===== config.mk =====
export PLATFORM = sky130hd
export DESIGN_NAME = ssf_regs
export DESIGN_NICKNAME = d
export VERILOG_FILES = /design/src/hdl/ssf_pkg.sv /design/src/hdl/ssf_regs.sv /design/src/hdl/ssf_sync.sv
export SDC_FILE = /design/constraint.sdc
export NUM_CORES = 1
export LEC_CHECK = 0
export ABC_AREA = 1
export ABC_CLOCK_PERIOD_IN_PS = 2100
export CAP_MARGIN = 25
export CORE_UTILIZATION = 52
export CTS_CLUSTER_SIZE = 30
export DETAILED_ROUTE_END_ITERATION = 16
export DONT_BUFFER_PORTS = 1
export PLACE_DENSITY_LB_ADDON = 0.15
export SLEW_MARGIN = 20
export SYNTH_ARGS = -nofsm -noshare
export SYNTH_HDL_FRONTEND = slang
export SYNTH_SLANG_ARGS = --single-unit

===== constraint.sdc =====
create_clock -name SYS_CLK -period 2.1 [get_ports SYS_CLK]
set_clock_uncertainty 0.1 [all_clocks]
set_input_delay 0.21 -clock SYS_CLK [delete_from_list [all_inputs] [get_ports SYS_CLK]]
set_output_delay 0.21 -clock SYS_CLK [all_outputs]
set_load 0.005 [all_outputs]

===== src/hdl/ssf_pkg.sv =====
/*
 * constants of the socket status and force-event register bank:
 * register offsets, field positions, reset values, states and timing.
 * assumes a 125 MHz system clock and a 32-bit APB register bus.
 */
`default_nettype none
package ssf_pkg;
    // ************************************************************
    // register map
    // ************************************************************
    localparam logic [7:0] OFS_PRESENT = 8'h08;
    localparam logic [7:0] OFS_FORCE = 8'h0C;

    // ************************************************************
    // field positions
    // ************************************************************
    localparam int POS_UNRECOG = 7;
    localparam int POS_IRQ = 6;
    localparam int POS_WIDE = 5;
    localparam int POS_NARROW = 4;
    localparam int POS_POWERED = 3;
    localparam int POS_DET_B = 2;
    localparam int POS_DET_A = 1;
    localparam int POS_STSCHG = 0;
    localparam int POS_LOST = 8;
    localparam int POS_BADSUP = 9;
    localparam int POS_VCAP_LO = 10;
    localparam int POS_VCAP_HI = 13;
    localparam int POS_REINT = 14;

    // ************************************************************
    // reset values
    // ************************************************************
    localparam logic [31:0] RST_SOCKET_CAPS = 32'h3000_0000;
    localparam logic [3:0] RST_VCAP = 4'h0;
    localparam logic [1:0] RST_DETECT = 2'h3;

    // ************************************************************
    // timing
    // ************************************************************
    localparam int CLK_MHZ = 125;
    localparam int INTERROG_NS = 1000;
    localparam int INTERROG_CYC = (INTERROG_NS * CLK_MHZ) / 1000;

    // ************************************************************
    // interrogation states
    // ************************************************************
    typedef enum logic [1:0] {
        ST_IDLE = 2'b00,
        ST_PROBE = 2'b01,
        ST_LATCH = 2'b10
    } ssf_state_t;
endpackage
`default_nettype wire


===== src/hdl/ssf_regs.sv =====
/*
 * socket present-state and force-event registers behind an APB slave,
 * with a small card interrogation sequencer.
 * assumes card identification results arrive on the system clock and
 * that socket pins and the bus reset are asynchronous.
 */
// Functional notes
// - unrecognized-card flag sets on unknown card, cleared only by a wide or narrow identification or a context clear.
// - bit 6 shows the live card interrupt line level.
// - bit 5 wide-bus card flag changes only at interrogation, by force or by context clear.
// - bit 4 narrow card flag changes only at interrogation, by force or by context clear.
// - bit 3 follows the outcome of the socket power request.
// - bits 2 and 1 mirror detect pins, frozen during interrogation.
// - bit 0 mirrors the status-change pin level.
// - context bits cleared by global reset, or bus reset when wake disabled.
// - force register bits 31 to 15 and 6 read zero.
// - force bit 14 re-interrogates the card and re-enables auto power.
// - force bits 13 to 10 set voltage caps and disable auto power unless bit 14 is also set.
// - force bit 9 sets the invalid-supply-request flag.
// - force bits 8, 7, 5, 4 set lost-data, unrecognized, wide, narrow flags.
// - force bit 3 raises the power event, powered flag untouched.
// - force bits 2, 1 raise detect events, detect levels untouched.
// - force bit 0 raises the status-change event, level untouched.
// - voltage caps and card type refresh only at insertion or by force.
`default_nettype none
module ssf_regs #(
    parameter int PROBE_CYCLES = ssf_pkg::INTERROG_CYC
) (
    input wire logic SYS_CLK,
    input wire logic RESET,
    input wire logic CE,
    input wire logic PME_ENABLE,
    input wire logic BUS_RESET_PIN,
    input wire logic CARD_IRQ_PIN,
    input wire logic DETECT_A_PIN,
    input wire logic DETECT_B_PIN,
    input wire logic STATUS_CHANGE_PIN,
    input wire logic SOCKET_POWER_UP,
    input wire logic ID_WIDE,
    input wire logic ID_NARROW,
    input wire logic ID_UNKNOWN,
    input wire logic [3:0] ID_VCAP,
    input wire logic PSEL,
    input wire logic PENABLE,
    input wire logic PWRITE,
    input wire logic [7:0] PADDR,
    input wire logic [31:0] PWDATA,
    output logic [31:0] PRDATA,
    output logic PREADY,
    output logic PSLVERR,
    output logic PROBE_ACTIVE,
    output logic AUTO_POWER_EN,
    output logic [3:0] EVENT_PULSE
);
    // ************************************************************
    // checks and declarations
    // ************************************************************
    if (PROBE_CYCLES < 1 || PROBE_CYCLES > 65535) begin : g_bad_probe
        $error("ssf_regs: PROBE_CYCLES out of range");
    end

    logic bus_rst, irq_lvl, sts_lvl;
    logic [1:0] det_lvl;
    ssf_pkg::ssf_state_t state_r, state_nxt;
    logic [15:0] cnt_r, cnt_nxt;
    logic card_in_r, card_in_nxt;
    logic probe_r, probe_nxt;
    logic unrecog_r, unrecog_nxt, wide_r, wide_nxt, narrow_r, narrow_nxt;
    logic lost_r, lost_nxt, badsup_r, badsup_nxt, powered_r, powered_nxt;
    logic irq_r, irq_nxt, sts_r, sts_nxt, auto_r, auto_nxt;
    logic [1:0] det_r, det_nxt;
    logic [3:0] vcap_r, vcap_nxt, evt_r, evt_nxt;
    logic [31:0] prdata_r, prdata_nxt;
    logic pready_r, pready_nxt, pslverr_r, pslverr_nxt;
    logic wr_force, ctx_clr, inserted;
    logic [31:0] present_word;

    function automatic logic hit(input logic [7:0] a, input logic [7:0] ofs);
        return a == ofs;
    endfunction

    // ************************************************************
    // pin synchronisers
    // ************************************************************
    ssf_sync #(.WIDTH(5), .INIT(5'h06)) u_sync (
        .clk(SYS_CLK),
        .rst(RESET),
        .ce(CE),
        .din({BUS_RESET_PIN, CARD_IRQ_PIN, DETECT_B_PIN, DETECT_A_PIN, STATUS_CHANGE_PIN}),
        .dout({bus_rst, irq_lvl, det_lvl, sts_lvl})
    );

    // ************************************************************
    // interrogation sequencer
    // ************************************************************
    assign wr_force = PSEL && PENABLE && pready_r && PWRITE && hit(PADDR, ssf_pkg::OFS_FORCE);
    assign ctx_clr = bus_rst && !PME_ENABLE;
    assign inserted = !card_in_r && (det_lvl == 2'b00);

    always_comb begin
        state_nxt = state_r;
        cnt_nxt = cnt_r;
        card_in_nxt = (det_lvl == 2'b00);
        case (state_r)
            ssf_pkg::ST_IDLE: begin
                if (inserted || (wr_force && PWDATA[ssf_pkg::POS_REINT])) begin
                    state_nxt = ssf_pkg::ST_PROBE;
                    cnt_nxt = 16'(PROBE_CYCLES - 1);
                end
            end
            ssf_pkg::ST_PROBE: begin
                if (cnt_r == 16'h0000) state_nxt = ssf_pkg::ST_LATCH;
                else cnt_nxt = cnt_r - 16'h0001;
            end
            ssf_pkg::ST_LATCH: state_nxt = ssf_pkg::ST_IDLE;
            default: state_nxt = ssf_pkg::ST_IDLE;
        endcase
        // registered so the probe flag leaves straight from a flip-flop
        probe_nxt = (state_nxt == ssf_pkg::ST_PROBE);
    end

    always_ff @(posedge SYS_CLK or posedge RESET) begin
        if (RESET) begin
            state_r <= ssf_pkg::ST_IDLE;
            cnt_r <= 16'h0000;
            card_in_r <= 1'b0;
            probe_r <= 1'b0;
        end else if (CE) begin
            state_r <= state_nxt;
            cnt_r <= cnt_nxt;
            card_in_r <= card_in_nxt;
            probe_r <= probe_nxt;
        end
    end

    // ************************************************************
    // status bits
    // ************************************************************
    always_comb begin
        unrecog_nxt = unrecog_r;
        wide_nxt = wide_r;
        narrow_nxt = narrow_r;
        vcap_nxt = vcap_r;
        lost_nxt = lost_r;
        badsup_nxt = badsup_r;
        auto_nxt = auto_r;
        evt_nxt = 4'h0;
        irq_nxt = irq_lvl;
        sts_nxt = sts_lvl;
        powered_nxt = SOCKET_POWER_UP;
        det_nxt = (state_r == ssf_pkg::ST_IDLE) ? det_lvl : det_r;
        if (state_r == ssf_pkg::ST_LATCH) begin
            wide_nxt = ID_WIDE;
            narrow_nxt = ID_NARROW;
            vcap_nxt = ID_VCAP;
            if (ID_UNKNOWN) unrecog_nxt = 1'b1;
            else if (ID_WIDE || ID_NARROW) unrecog_nxt = 1'b0;
        end
        if (ctx_clr) begin
            unrecog_nxt = 1'b0;
            wide_nxt = 1'b0;
            narrow_nxt = 1'b0;
            vcap_nxt = ssf_pkg::RST_VCAP;
            lost_nxt = 1'b0;
            badsup_nxt = 1'b0;
            powered_nxt = 1'b0;
            det_nxt = ssf_pkg::RST_DETECT;
        end
        // software forcing: a one sets, a zero leaves alone
        if (wr_force) begin
            vcap_nxt = vcap_r | PWDATA[ssf_pkg::POS_VCAP_HI:ssf_pkg::POS_VCAP_LO];
            if (|PWDATA[ssf_pkg::POS_VCAP_HI:ssf_pkg::POS_VCAP_LO]) auto_nxt = 1'b0;
            if (PWDATA[ssf_pkg::POS_REINT]) auto_nxt = 1'b1;
            if (PWDATA[ssf_pkg::POS_BADSUP]) badsup_nxt = 1'b1;
            if (PWDATA[ssf_pkg::POS_LOST]) lost_nxt = 1'b1;
            if (PWDATA[ssf_pkg::POS_UNRECOG]) unrecog_nxt = 1'b1;
            if (PWDATA[ssf_pkg::POS_WIDE]) wide_nxt = 1'b1;
            if (PWDATA[ssf_pkg::POS_NARROW]) narrow_nxt = 1'b1;
            evt_nxt = PWDATA[ssf_pkg::POS_POWERED:ssf_pkg::POS_STSCHG];
        end
    end

    always_ff @(posedge SYS_CLK or posedge RESET) begin
        if (RESET) begin
            unrecog_r <= 1'b0;
            wide_r <= 1'b0;
            narrow_r <= 1'b0;
            vcap_r <= ssf_pkg::RST_VCAP;
            lost_r <= 1'b0;
            badsup_r <= 1'b0;
            powered_r <= 1'b0;
            det_r <= ssf_pkg::RST_DETECT;
            irq_r <= 1'b0;
            sts_r <= 1'b0;
            auto_r <= 1'b1;
            evt_r <= 4'h0;
        end else if (CE) begin
            unrecog_r <= unrecog_nxt;
            wide_r <= wide_nxt;
            narrow_r <= narrow_nxt;
            vcap_r <= vcap_nxt;
            lost_r <= lost_nxt;
            badsup_r <= badsup_nxt;
            powered_r <= powered_nxt;
            det_r <= det_nxt;
            irq_r <= irq_nxt;
            sts_r <= sts_nxt;
            auto_r <= auto_nxt;
            evt_r <= evt_nxt;
        end
    end

    // ************************************************************
    // apb slave
    // ************************************************************
    always_comb begin
        present_word = ssf_pkg::RST_SOCKET_CAPS;
        present_word[ssf_pkg::POS_VCAP_HI:ssf_pkg::POS_VCAP_LO] = vcap_r;
        present_word[ssf_pkg::POS_BADSUP] = badsup_r;
        present_word[ssf_pkg::POS_LOST] = lost_r;
        present_word[ssf_pkg::POS_UNRECOG] = unrecog_r;
        present_word[ssf_pkg::POS_IRQ] = irq_r;
        present_word[ssf_pkg::POS_WIDE] = wide_r;
        present_word[ssf_pkg::POS_NARROW] = narrow_r;
        present_word[ssf_pkg::POS_POWERED] = powered_r;
        present_word[ssf_pkg::POS_DET_B:ssf_pkg::POS_DET_A] = det_r;
        present_word[ssf_pkg::POS_STSCHG] = sts_r;
    end

    // answer one cycle after the setup phase
    always_comb begin
        pready_nxt = 1'b0;
        pslverr_nxt = 1'b0;
        prdata_nxt = 32'h0000_0000;
        if (PSEL && !PENABLE) begin
            pready_nxt = 1'b1;
            if (hit(PADDR, ssf_pkg::OFS_PRESENT)) begin
                if (!PWRITE) prdata_nxt = present_word;
            end else if (hit(PADDR, ssf_pkg::OFS_FORCE)) begin
                prdata_nxt = 32'h0000_0000;
            end else begin
                pslverr_nxt = 1'b1;
            end
        end
    end

    always_ff @(posedge SYS_CLK or posedge RESET) begin
        if (RESET) begin
            prdata_r <= 32'h0000_0000;
            pready_r <= 1'b0;
            pslverr_r <= 1'b0;
        end else if (CE) begin
            prdata_r <= prdata_nxt;
            pready_r <= pready_nxt;
            pslverr_r <= pslverr_nxt;
        end
    end

    assign PRDATA = prdata_r;
    assign PREADY = pready_r;
    assign PSLVERR = pslverr_r;
    assign PROBE_ACTIVE = probe_r;
    assign AUTO_POWER_EN = auto_r;
    assign EVENT_PULSE = evt_r;
endmodule // ssf_regs
`default_nettype wire


===== src/hdl/ssf_sync.sv =====
/*
 * three-stage input synchroniser with agreement filter.
 * assumes inputs asynchronous to clk; output changes when stages two and three agree.
 */
`default_nettype none
module ssf_sync #(
    parameter int WIDTH = 1,
    parameter logic [WIDTH-1:0] INIT = '0
) (
    input wire logic clk,
    input wire logic rst,
    input wire logic ce,
    input wire logic [WIDTH-1:0] din,
    output logic [WIDTH-1:0] dout
);
    logic [WIDTH-1:0] s1_r, s2_r, s3_r, out_r;
    logic [WIDTH-1:0] out_nxt;

    if (WIDTH < 1) begin : g_bad_width
        $error("ssf_sync: WIDTH must be at least 1");
    end

    // stage one feeds stage two only
    always_comb begin
        out_nxt = out_r;
        for (int i = 0; i < WIDTH; i++) begin
            if (s2_r[i] == s3_r[i]) out_nxt[i] = s3_r[i];
        end
    end

    always_ff @(posedge clk or posedge rst) begin
        if (rst) begin
            s1_r <= INIT;
            s2_r <= INIT;
            s3_r <= INIT;
            out_r <= INIT;
        end else if (ce) begin
            s1_r <= din;
            s2_r <= s1_r;
            s3_r <= s2_r;
            out_r <= out_nxt;
        end
    end

    assign dout = out_r;
endmodule // ssf_sync
`default_nettype wire


==> reports/results.txt, run 1 <==
Max-slew violations - 0
Detailed Routing Iterations Pass 1 - 5
Root buf cell - clkbuf_8
Post-synth top area share - 0.416
Initial DRC count - 146
Setup crit end - wide_r$_DFFE_PP0P_
NetSw - 0.00151 W
Vias - 3085
WS Path Type - reg -> reg
Logic gate share of total power - 0.268
Post-detail-place hpwl - 5250 um
Share of cells above drive strength 1 - 0.144
P_int - 0.00270 W
Maxcap violations - 0
Cell area after synthesis - 0.00391 mm^2
Top cells by area, synth - dfrtp_1 42%, nand2_1 14%, dfstp_2 7.4%
Clock group share of total power - 0.277
Ys flop type - dfrtp_1
CTS tree - built
Run status - completed
Critical Path Source - state_r[0]$_DFFE_PP0P_
Rows - 31
IO Count - 100
Die Ht - 88.8 um
Vias in the first global route - 3103
Sink Count - 76
Final hold slack - 0.0245 ns
Synth area leader - dfrtp_1
Max_slew headroom - 0.372
Worst EP required - 2.24 ns
Pin count of the biggest net entering global routing - 77
FFs w/ async S/R, synth - 1.00
Avg WL per Cell - 13.2 um
Antenna-violating nets left - 0
Worst slew pin tran - 0.942 ns
Final Setup Violations - 0
Leak - 2.14 nW
Core area - 0.00725 mm^2
Clock transition at path regs - 0.09 ns
R2R depth - 5
Count of final hold-check violations - 0
Tot Pwr - 0.00421 W
Fmax - 500 MHz
Post-route DRC - 0
H-tree depth - 3
Arr. time, crit path - 2.14 ns
Post-CTS setup buffers - 0
Commonest non-fill, non-tap cell in the layout - nand2_1
Global Route Usage Sum - 0.232
Fin crit period - 2.00 ns
Share of power burned in registers - 0.455
Critical path peak fanout - 7
Reg2reg setup slack - 0.1 ns
Startpoint types - register
Final Cycle Share - 0.953
Inserted Clock Buffers - 9
Area Overhead vs Synth - 12.1%
Port bufs - 0
Fin nets - 572
Avg Vias per Cell - 5.02
Reg2reg start - state_r[0]$_DFFE_PP0P_
Post-synthesis sequential area ratio - 0.489
Global-route wire length before repair - 13900 um
Gr ovfl total - 0
Initial antenna violation count - 0
CTS max path bufs - 2
Chip Width - 88.8 um
Most frequent cells in the layout - 147 x nand2_1, 65 x dfrtp_1, 47 x inv_1, 47 x nor2_1, 43 x o21ai_0
RR Endpoint - wide_r$_DFFE_PP0P_
Syn avg cell area - 8.07 um^2
Mapped Cells - 485
Placer Congestion - 0.775
Later-pin clock latency in the skew report - 0.35 ns
Die footprint - 0.00788 mm^2
Post-synth EDFFs - 0
Ys Warns - 0
Net Sw Frac - 0.359
Drt total wl - 8090 um
Count of unique library cells instantiated by Yosys - 32
Max VDD drop - 0.487 mV
Power per cell area - 960 mW/mm^2
Min-Delay Path Class - in -> reg
Post-synthesis register bit count - 76
CP Capture Type - register
Initial Utilization - 0.540
Inserted Diodes - 0
[logic make-up (layout without fill, tap and decap cells)]
family	after synthesis	count (layout)	share of synthesized area
compound gates	63	63	0.0879
simple gates	263	263	0.312
buf+inv	80	95	0.104
fa+ha+maj	2	2	0.00639
other cells	1	16	0.000958
flops	76	76	0.489
[state kept, by name (all words and copies together), names as in the netlist]
| name | flops |
|---|---|
| powered_r | 1 |
| PREADY | 1 |
| cnt_r | 16 |
| EVENT_PULSE | 4 |
| PSLVERR | 1 |
| u_sync.s1_r | 5 |
| wide_r | 1 |
| narrow_r | 1 |
| u_sync.dout | 5 |
| sts_r | 1 |
| state_r | 2 |
| irq_r | 1 |
| PRDATA | 15 |
| vcap_r | 4 |
| AUTO_POWER_EN | 1 |
| unrecog_r | 1 |
| card_in_r | 1 |
| u_sync.s3_r | 5 |
| lost_r | 1 |
| PROBE_ACTIVE | 1 |
| det_r | 2 |
| badsup_r | 1 |
| u_sync.s2_r | 5 |
[area by class of cell]
type | instances | area [um^2]
clock buffer | 9 | 124
tap | 99 | 124
fill | 653 | 2870
timing repair buffer | 29 | 293
multi-input combinational | 344 | 1650
clock inverter | 7 | 82.6
sequential | 76 | 1920
inverter | 50 | 194
[through the flow]
step	setup TNS, ns	area [um^2]	util	std cells	setup WS (ns)
floorplan	0	3970	-	500	0.520
global placement	0	3930	0.542	574	0.355
detailed placement	0	3930	0.542	574	0.320
CTS	0	4380	0.604	614	0.0623
global route	-0.0712	4390	0.605	614	-0.0361
finish	0	4390	0.605	614	0.0992
[cells in the mapped netlist, types with 3 or more instances]
master / number
a21oi_1: 4
a22o_1: 5
buf_4: 18
clkbuf_1: 8
dfrtp_1: 65
dfstp_2: 11
inv_1: 48
nand2_1: 147
nand2_2: 14
nand3_1: 27
nand3_2: 11
nor2_1: 49
nor2_2: 3
nor2_4: 3
o21ai_0: 43
o21ai_1: 7
[per-layer routing]
| layer | part of all wire | vias to the layer above | GRT usage |
|---|---|---|---|
| met3 | 0.046 | 8 | 0.0410 |
| met2 | 0.49 | 83 | 0.406 |
| met1 | 0.45 | 1446 | 0.280 |
| met4 | 0.013 | 0 | 0.101 |
| met5 | 0 | - | 0 |
| li1 | - | 1548 | - |
[worst max-delay path: stages, from the launching register on]
cell and delay (ns):
dfrtp_1 0.39, inv_1 0.20, nand3_1 0.28, o211ai_1 0.28
nand2_1 0.07, dlygate4sd3_1 0.56
[repair_timing]
action / CTS / global route
endpoints found under the hold margin: 103 / 0
resized for setup: 0 / 3
setup endpoints to repair: 0 / 3
hold buffers: 24 / 0
[power groups by stage]
stage | registers [W] | clock network [W] | logic [W]
final | 0.00192 | 0.00116 | 0.00113
after global routing | 0.00195 | 0.00127 | 0.00131
after CTS | 0.00191 | 0.00120 | 0.00113
after detailed placement | 0.00194 | 0 | 0.00106
after global placement | 0.00193 | 0 | 0.00103
after floorplan | 0.00189 | 0 | 0.000924
[how the worst min path moves through the flow]
| stage | startpoint | end | slack, ns | depth (start not counted) |
|---|---|---|---|---|
| 2_1_floorplan | PWDATA[14] | AUTO_POWER_EN$_DFFE_PP1P_ | 0.21 | 2 |
| 3_3_place_gp | RESET | PRDATA[10]$_DFFE_PP0P_ | 0.12 | 2 |
| 3_5_place_dp | RESET | vcap_r[2]$_DFFE_PP0P_ | 0.13 | 2 |
| 4_1_cts | ID_VCAP[3] | vcap_r[3]$_DFFE_PP0P_ | 0.002 | 4 |
| 5_1_grt | ID_VCAP[0] | vcap_r[0]$_DFFE_PP0P_ | 0.03 | 4 |
| 6_report | ID_VCAP[3] | vcap_r[3]$_DFFE_PP0P_ | 0.02 | 4 |
No activity file was read; power rests on OpenSTA's default activity.
==> inputs of run 2 (changes only) <==
Settings changed: ABC_AREA 1 to 0, PLACE_DENSITY set to 0.67, PLACE_DENSITY_LB_ADDON 0.15 to unset.
==> reports/results.txt, run 2 <==
Avg WL per Cell - 16.1 um
CTS tree - built
Antenna-violating nets left - 0
Global Route Usage Sum - 0.226
Worst EP required - 2.22 ns
CTS max path bufs - 2
CP Capture Type - register
Vias in the first global route - 2704
Die Ht - 84.4 um
Max-slew violations - 0
Run status - complete, but fails checks
Count of final hold-check violations - 0
Final Setup Violations - 16
RSZ-0062 raised after global routing - true
Post-detail-place hpwl - 5110 um
Post-route DRC - 5
Most frequent cells in the layout - 65 x dfrtp_1, 43 x buf_4, 29 x o21ai_0
Min-Delay Path Class - in -> reg
Critical Path Source - cnt_r[5]$_DFFE_PP0P_
Drt total wl - 7750 um
Critical path peak fanout - 4
Final Cycle Share - 1.08
Top sig layer - met4
Synth area leader - dfrtp_1
Post-synth top area share - 0.460
Clock transition at path regs - 0.07 ns
Commonest non-fill, non-tap cell in the layout - dfrtp_1
Max VDD drop - 0.565 mV
Mapped Cells - 329
Logic gate share of total power - 0.302
Avg Vias per Cell - 5.64
Area of the multi-input gates - 0.00153 mm^2
Failing checks - design-rule violations, negative setup slack
Largest Register - cnt_r
Chip Width - 84.4 um
Placed insts - 430
Worst slew pin tran - 0.636 ns
Syn avg cell area - 10.7 um^2
Root buf cell - clkbuf_8
Port bufs - 0
Fin nets - 461
Met3 wire length - 375 um
Inserted Clock Buffers - 9
NetSw - 0.00134 W
Ys flop type - dfrtp_1
Min-Delay Startpoint - ID_WIDE
Layout fillers - 481
Startpoint types - register
Fmax - 443 MHz
P_int - 0.00305 W
Share of cells above drive strength 1 - 0.297
Count of unique library cells instantiated by Yosys - 42
Placer Congestion - 0.854
Share of power burned in registers - 0.444
Reg2reg start - cnt_r[5]$_DFFE_PP0P_
Later-pin clock latency in the skew report - 0.34 ns
Gr ovfl total - 0
Post-synth EDFFs - 0
Clock group share of total power - 0.254
Routed wl met2 - 3920 um
Leak - 2.01 nW
Register Area - 0.00192 mm^2
Die footprint - 0.00713 mm^2
Ys Warns - 0
Post-synthesis sequential area ratio - 0.542
Global-route wire length before repair - 12600 um
Net Sw Frac - 0.306
Post-route setup slack - -0.160 ns
Maxcap violations - 0
Fin crit period - 2.26 ns
Post-synthesis register bit count - 76
Max_slew headroom - 0.575
Synth cell count leaders - 65 x dfrtp_1, 30 x o21ai_0, 21 x a22o_1, 21 x nand2_1, 17 x buf_4
Initial antenna violation count - 0
Arr. time, crit path - 2.38 ns
IO Count - 100
Power per cell area - 981 mW/mm^2
Rows - 29
Vias - 2711
Pin count of the biggest net entering global routing - 38
H-tree depth - 3
Pre-CTS WS - -0.183 ns
Count leader, synth - dfrtp_1
Inserted Diodes - 0
Sink Count - 76
Initial DRC count - 146
Detailed Routing Iterations Pass 1 - 10
Cell area after synthesis - 0.00353 mm^2
Initial Utilization - 0.547
WS Path Type - reg -> reg
Top cells by area, synth - dfrtp_1 46%, dfstp_2 8.2%, a22o_1 5.2%
Core area - 0.00646 mm^2
Util after Layout - 0.693
Met1 WL - 3370 um
Area Overhead vs Synth - 26.7%
Final Non-Filler Cells - 481
Largest register FFs - 16
FFs w/ async S/R, synth - 1.00
## run 2: cell types whose count changed after synthesis, moves of 14 or more
cell / change
a22o_1: +16
inv_1: -32
mux2_2: +15
nand2_1: -126
nand2_2: -14
nand3_1: -18
nor2_1: -33
## run 2: cell families after synthesis
group           Yosys count  synth area share
compound gates           97             0.188
flops                    76             0.542
buf+inv                  47            0.0708
fa+ha+maj                 2           0.00708
mux                      15            0.0478
simple gates             91             0.143
other cells               1           0.00106
## run 2: per-layer routing
layer | global-route usage | vias to the layer above
met2 | 0.380 | 64
met5 | 0 | -
met3 | 0.0580 | 10
met1 | 0.280 | 1336
met4 | 0.0909 | 0
li1 | - | 1301
## run 2: repair_timing
action / 4_1_cts / 5_1_grt
buffers inserted: 1 / 6
resized for setup: 4 / 18
hold endpoints to repair: 61 / 0
hold buffers: 28 / 0
endpoints found under the setup margin: 13 / 16
pin swaps: 1 / 6
## run 2: worst max-delay path: stages, from the launching register on
cell and delay (ns):
dfrtp_1 0.39, or4_4 0.57, or3_4 0.37, buf_4 0.15, o21ai_4 0.13, nor3_1 0.05, or3b_4 0.38
## run 2: area by class of cell
type                    count  share of cell area
flip-flops and latches     76               0.428
multi-input cells         221               0.341
repair buffers             75               0.151
clock buffers              11              0.0316
well taps                  77              0.0215
inverters                  16              0.0142
clock inverters             5              0.0134
## run 2: worst paths after layout
check	end	cells after the start	slack (ns)
max	cnt_r[6]$_DFFE_PP0P_	6	-0.16
max reg2reg	cnt_r[6]$_DFFE_PP0P_	6	-0.16
min in group asynchronous	cnt_r[12]$_DFFE_PP0P_	2	0.33
min	wide_r$_DFFE_PP0P_	2	0.03
min reg2reg	u_sync.s2_r[0]$_DFFE_PP0P_	2	0.39
max in group asynchronous	PRDATA[7]$_DFFE_PP0P_	3	0.93
## run 2: power groups by stage
stage,combinational (W),clock (W),sequential [W]
floorplan,0.000691,0,0.00195
global placement,0.00109,0,0.00196
detailed placement,0.00112,0,0.00197
CTS,0.00119,0.00114,0.00195
global route,0.00145,0.00120,0.00199
finish,0.00133,0.00111,0.00195
## run 2: stage by stage
stage | hold WS, ns | TNS, ns | power (W) | cell area [um^2]
3_3_place_gp | 0.0888 | -1.22 | 0.00304 | 3840
4_1_cts | 0.0149 | -0.810 | 0.00428 | 4350
6_report | 0.0297 | -1.58 | 0.00439 | 4480
5_1_grt | 0.0279 | -3.02 | 0.00465 | 4480
3_5_place_dp | 0.102 | -1.87 | 0.00309 | 3840
2_1_floorplan | 0.240 | -0.174 | 0.00265 | 3600
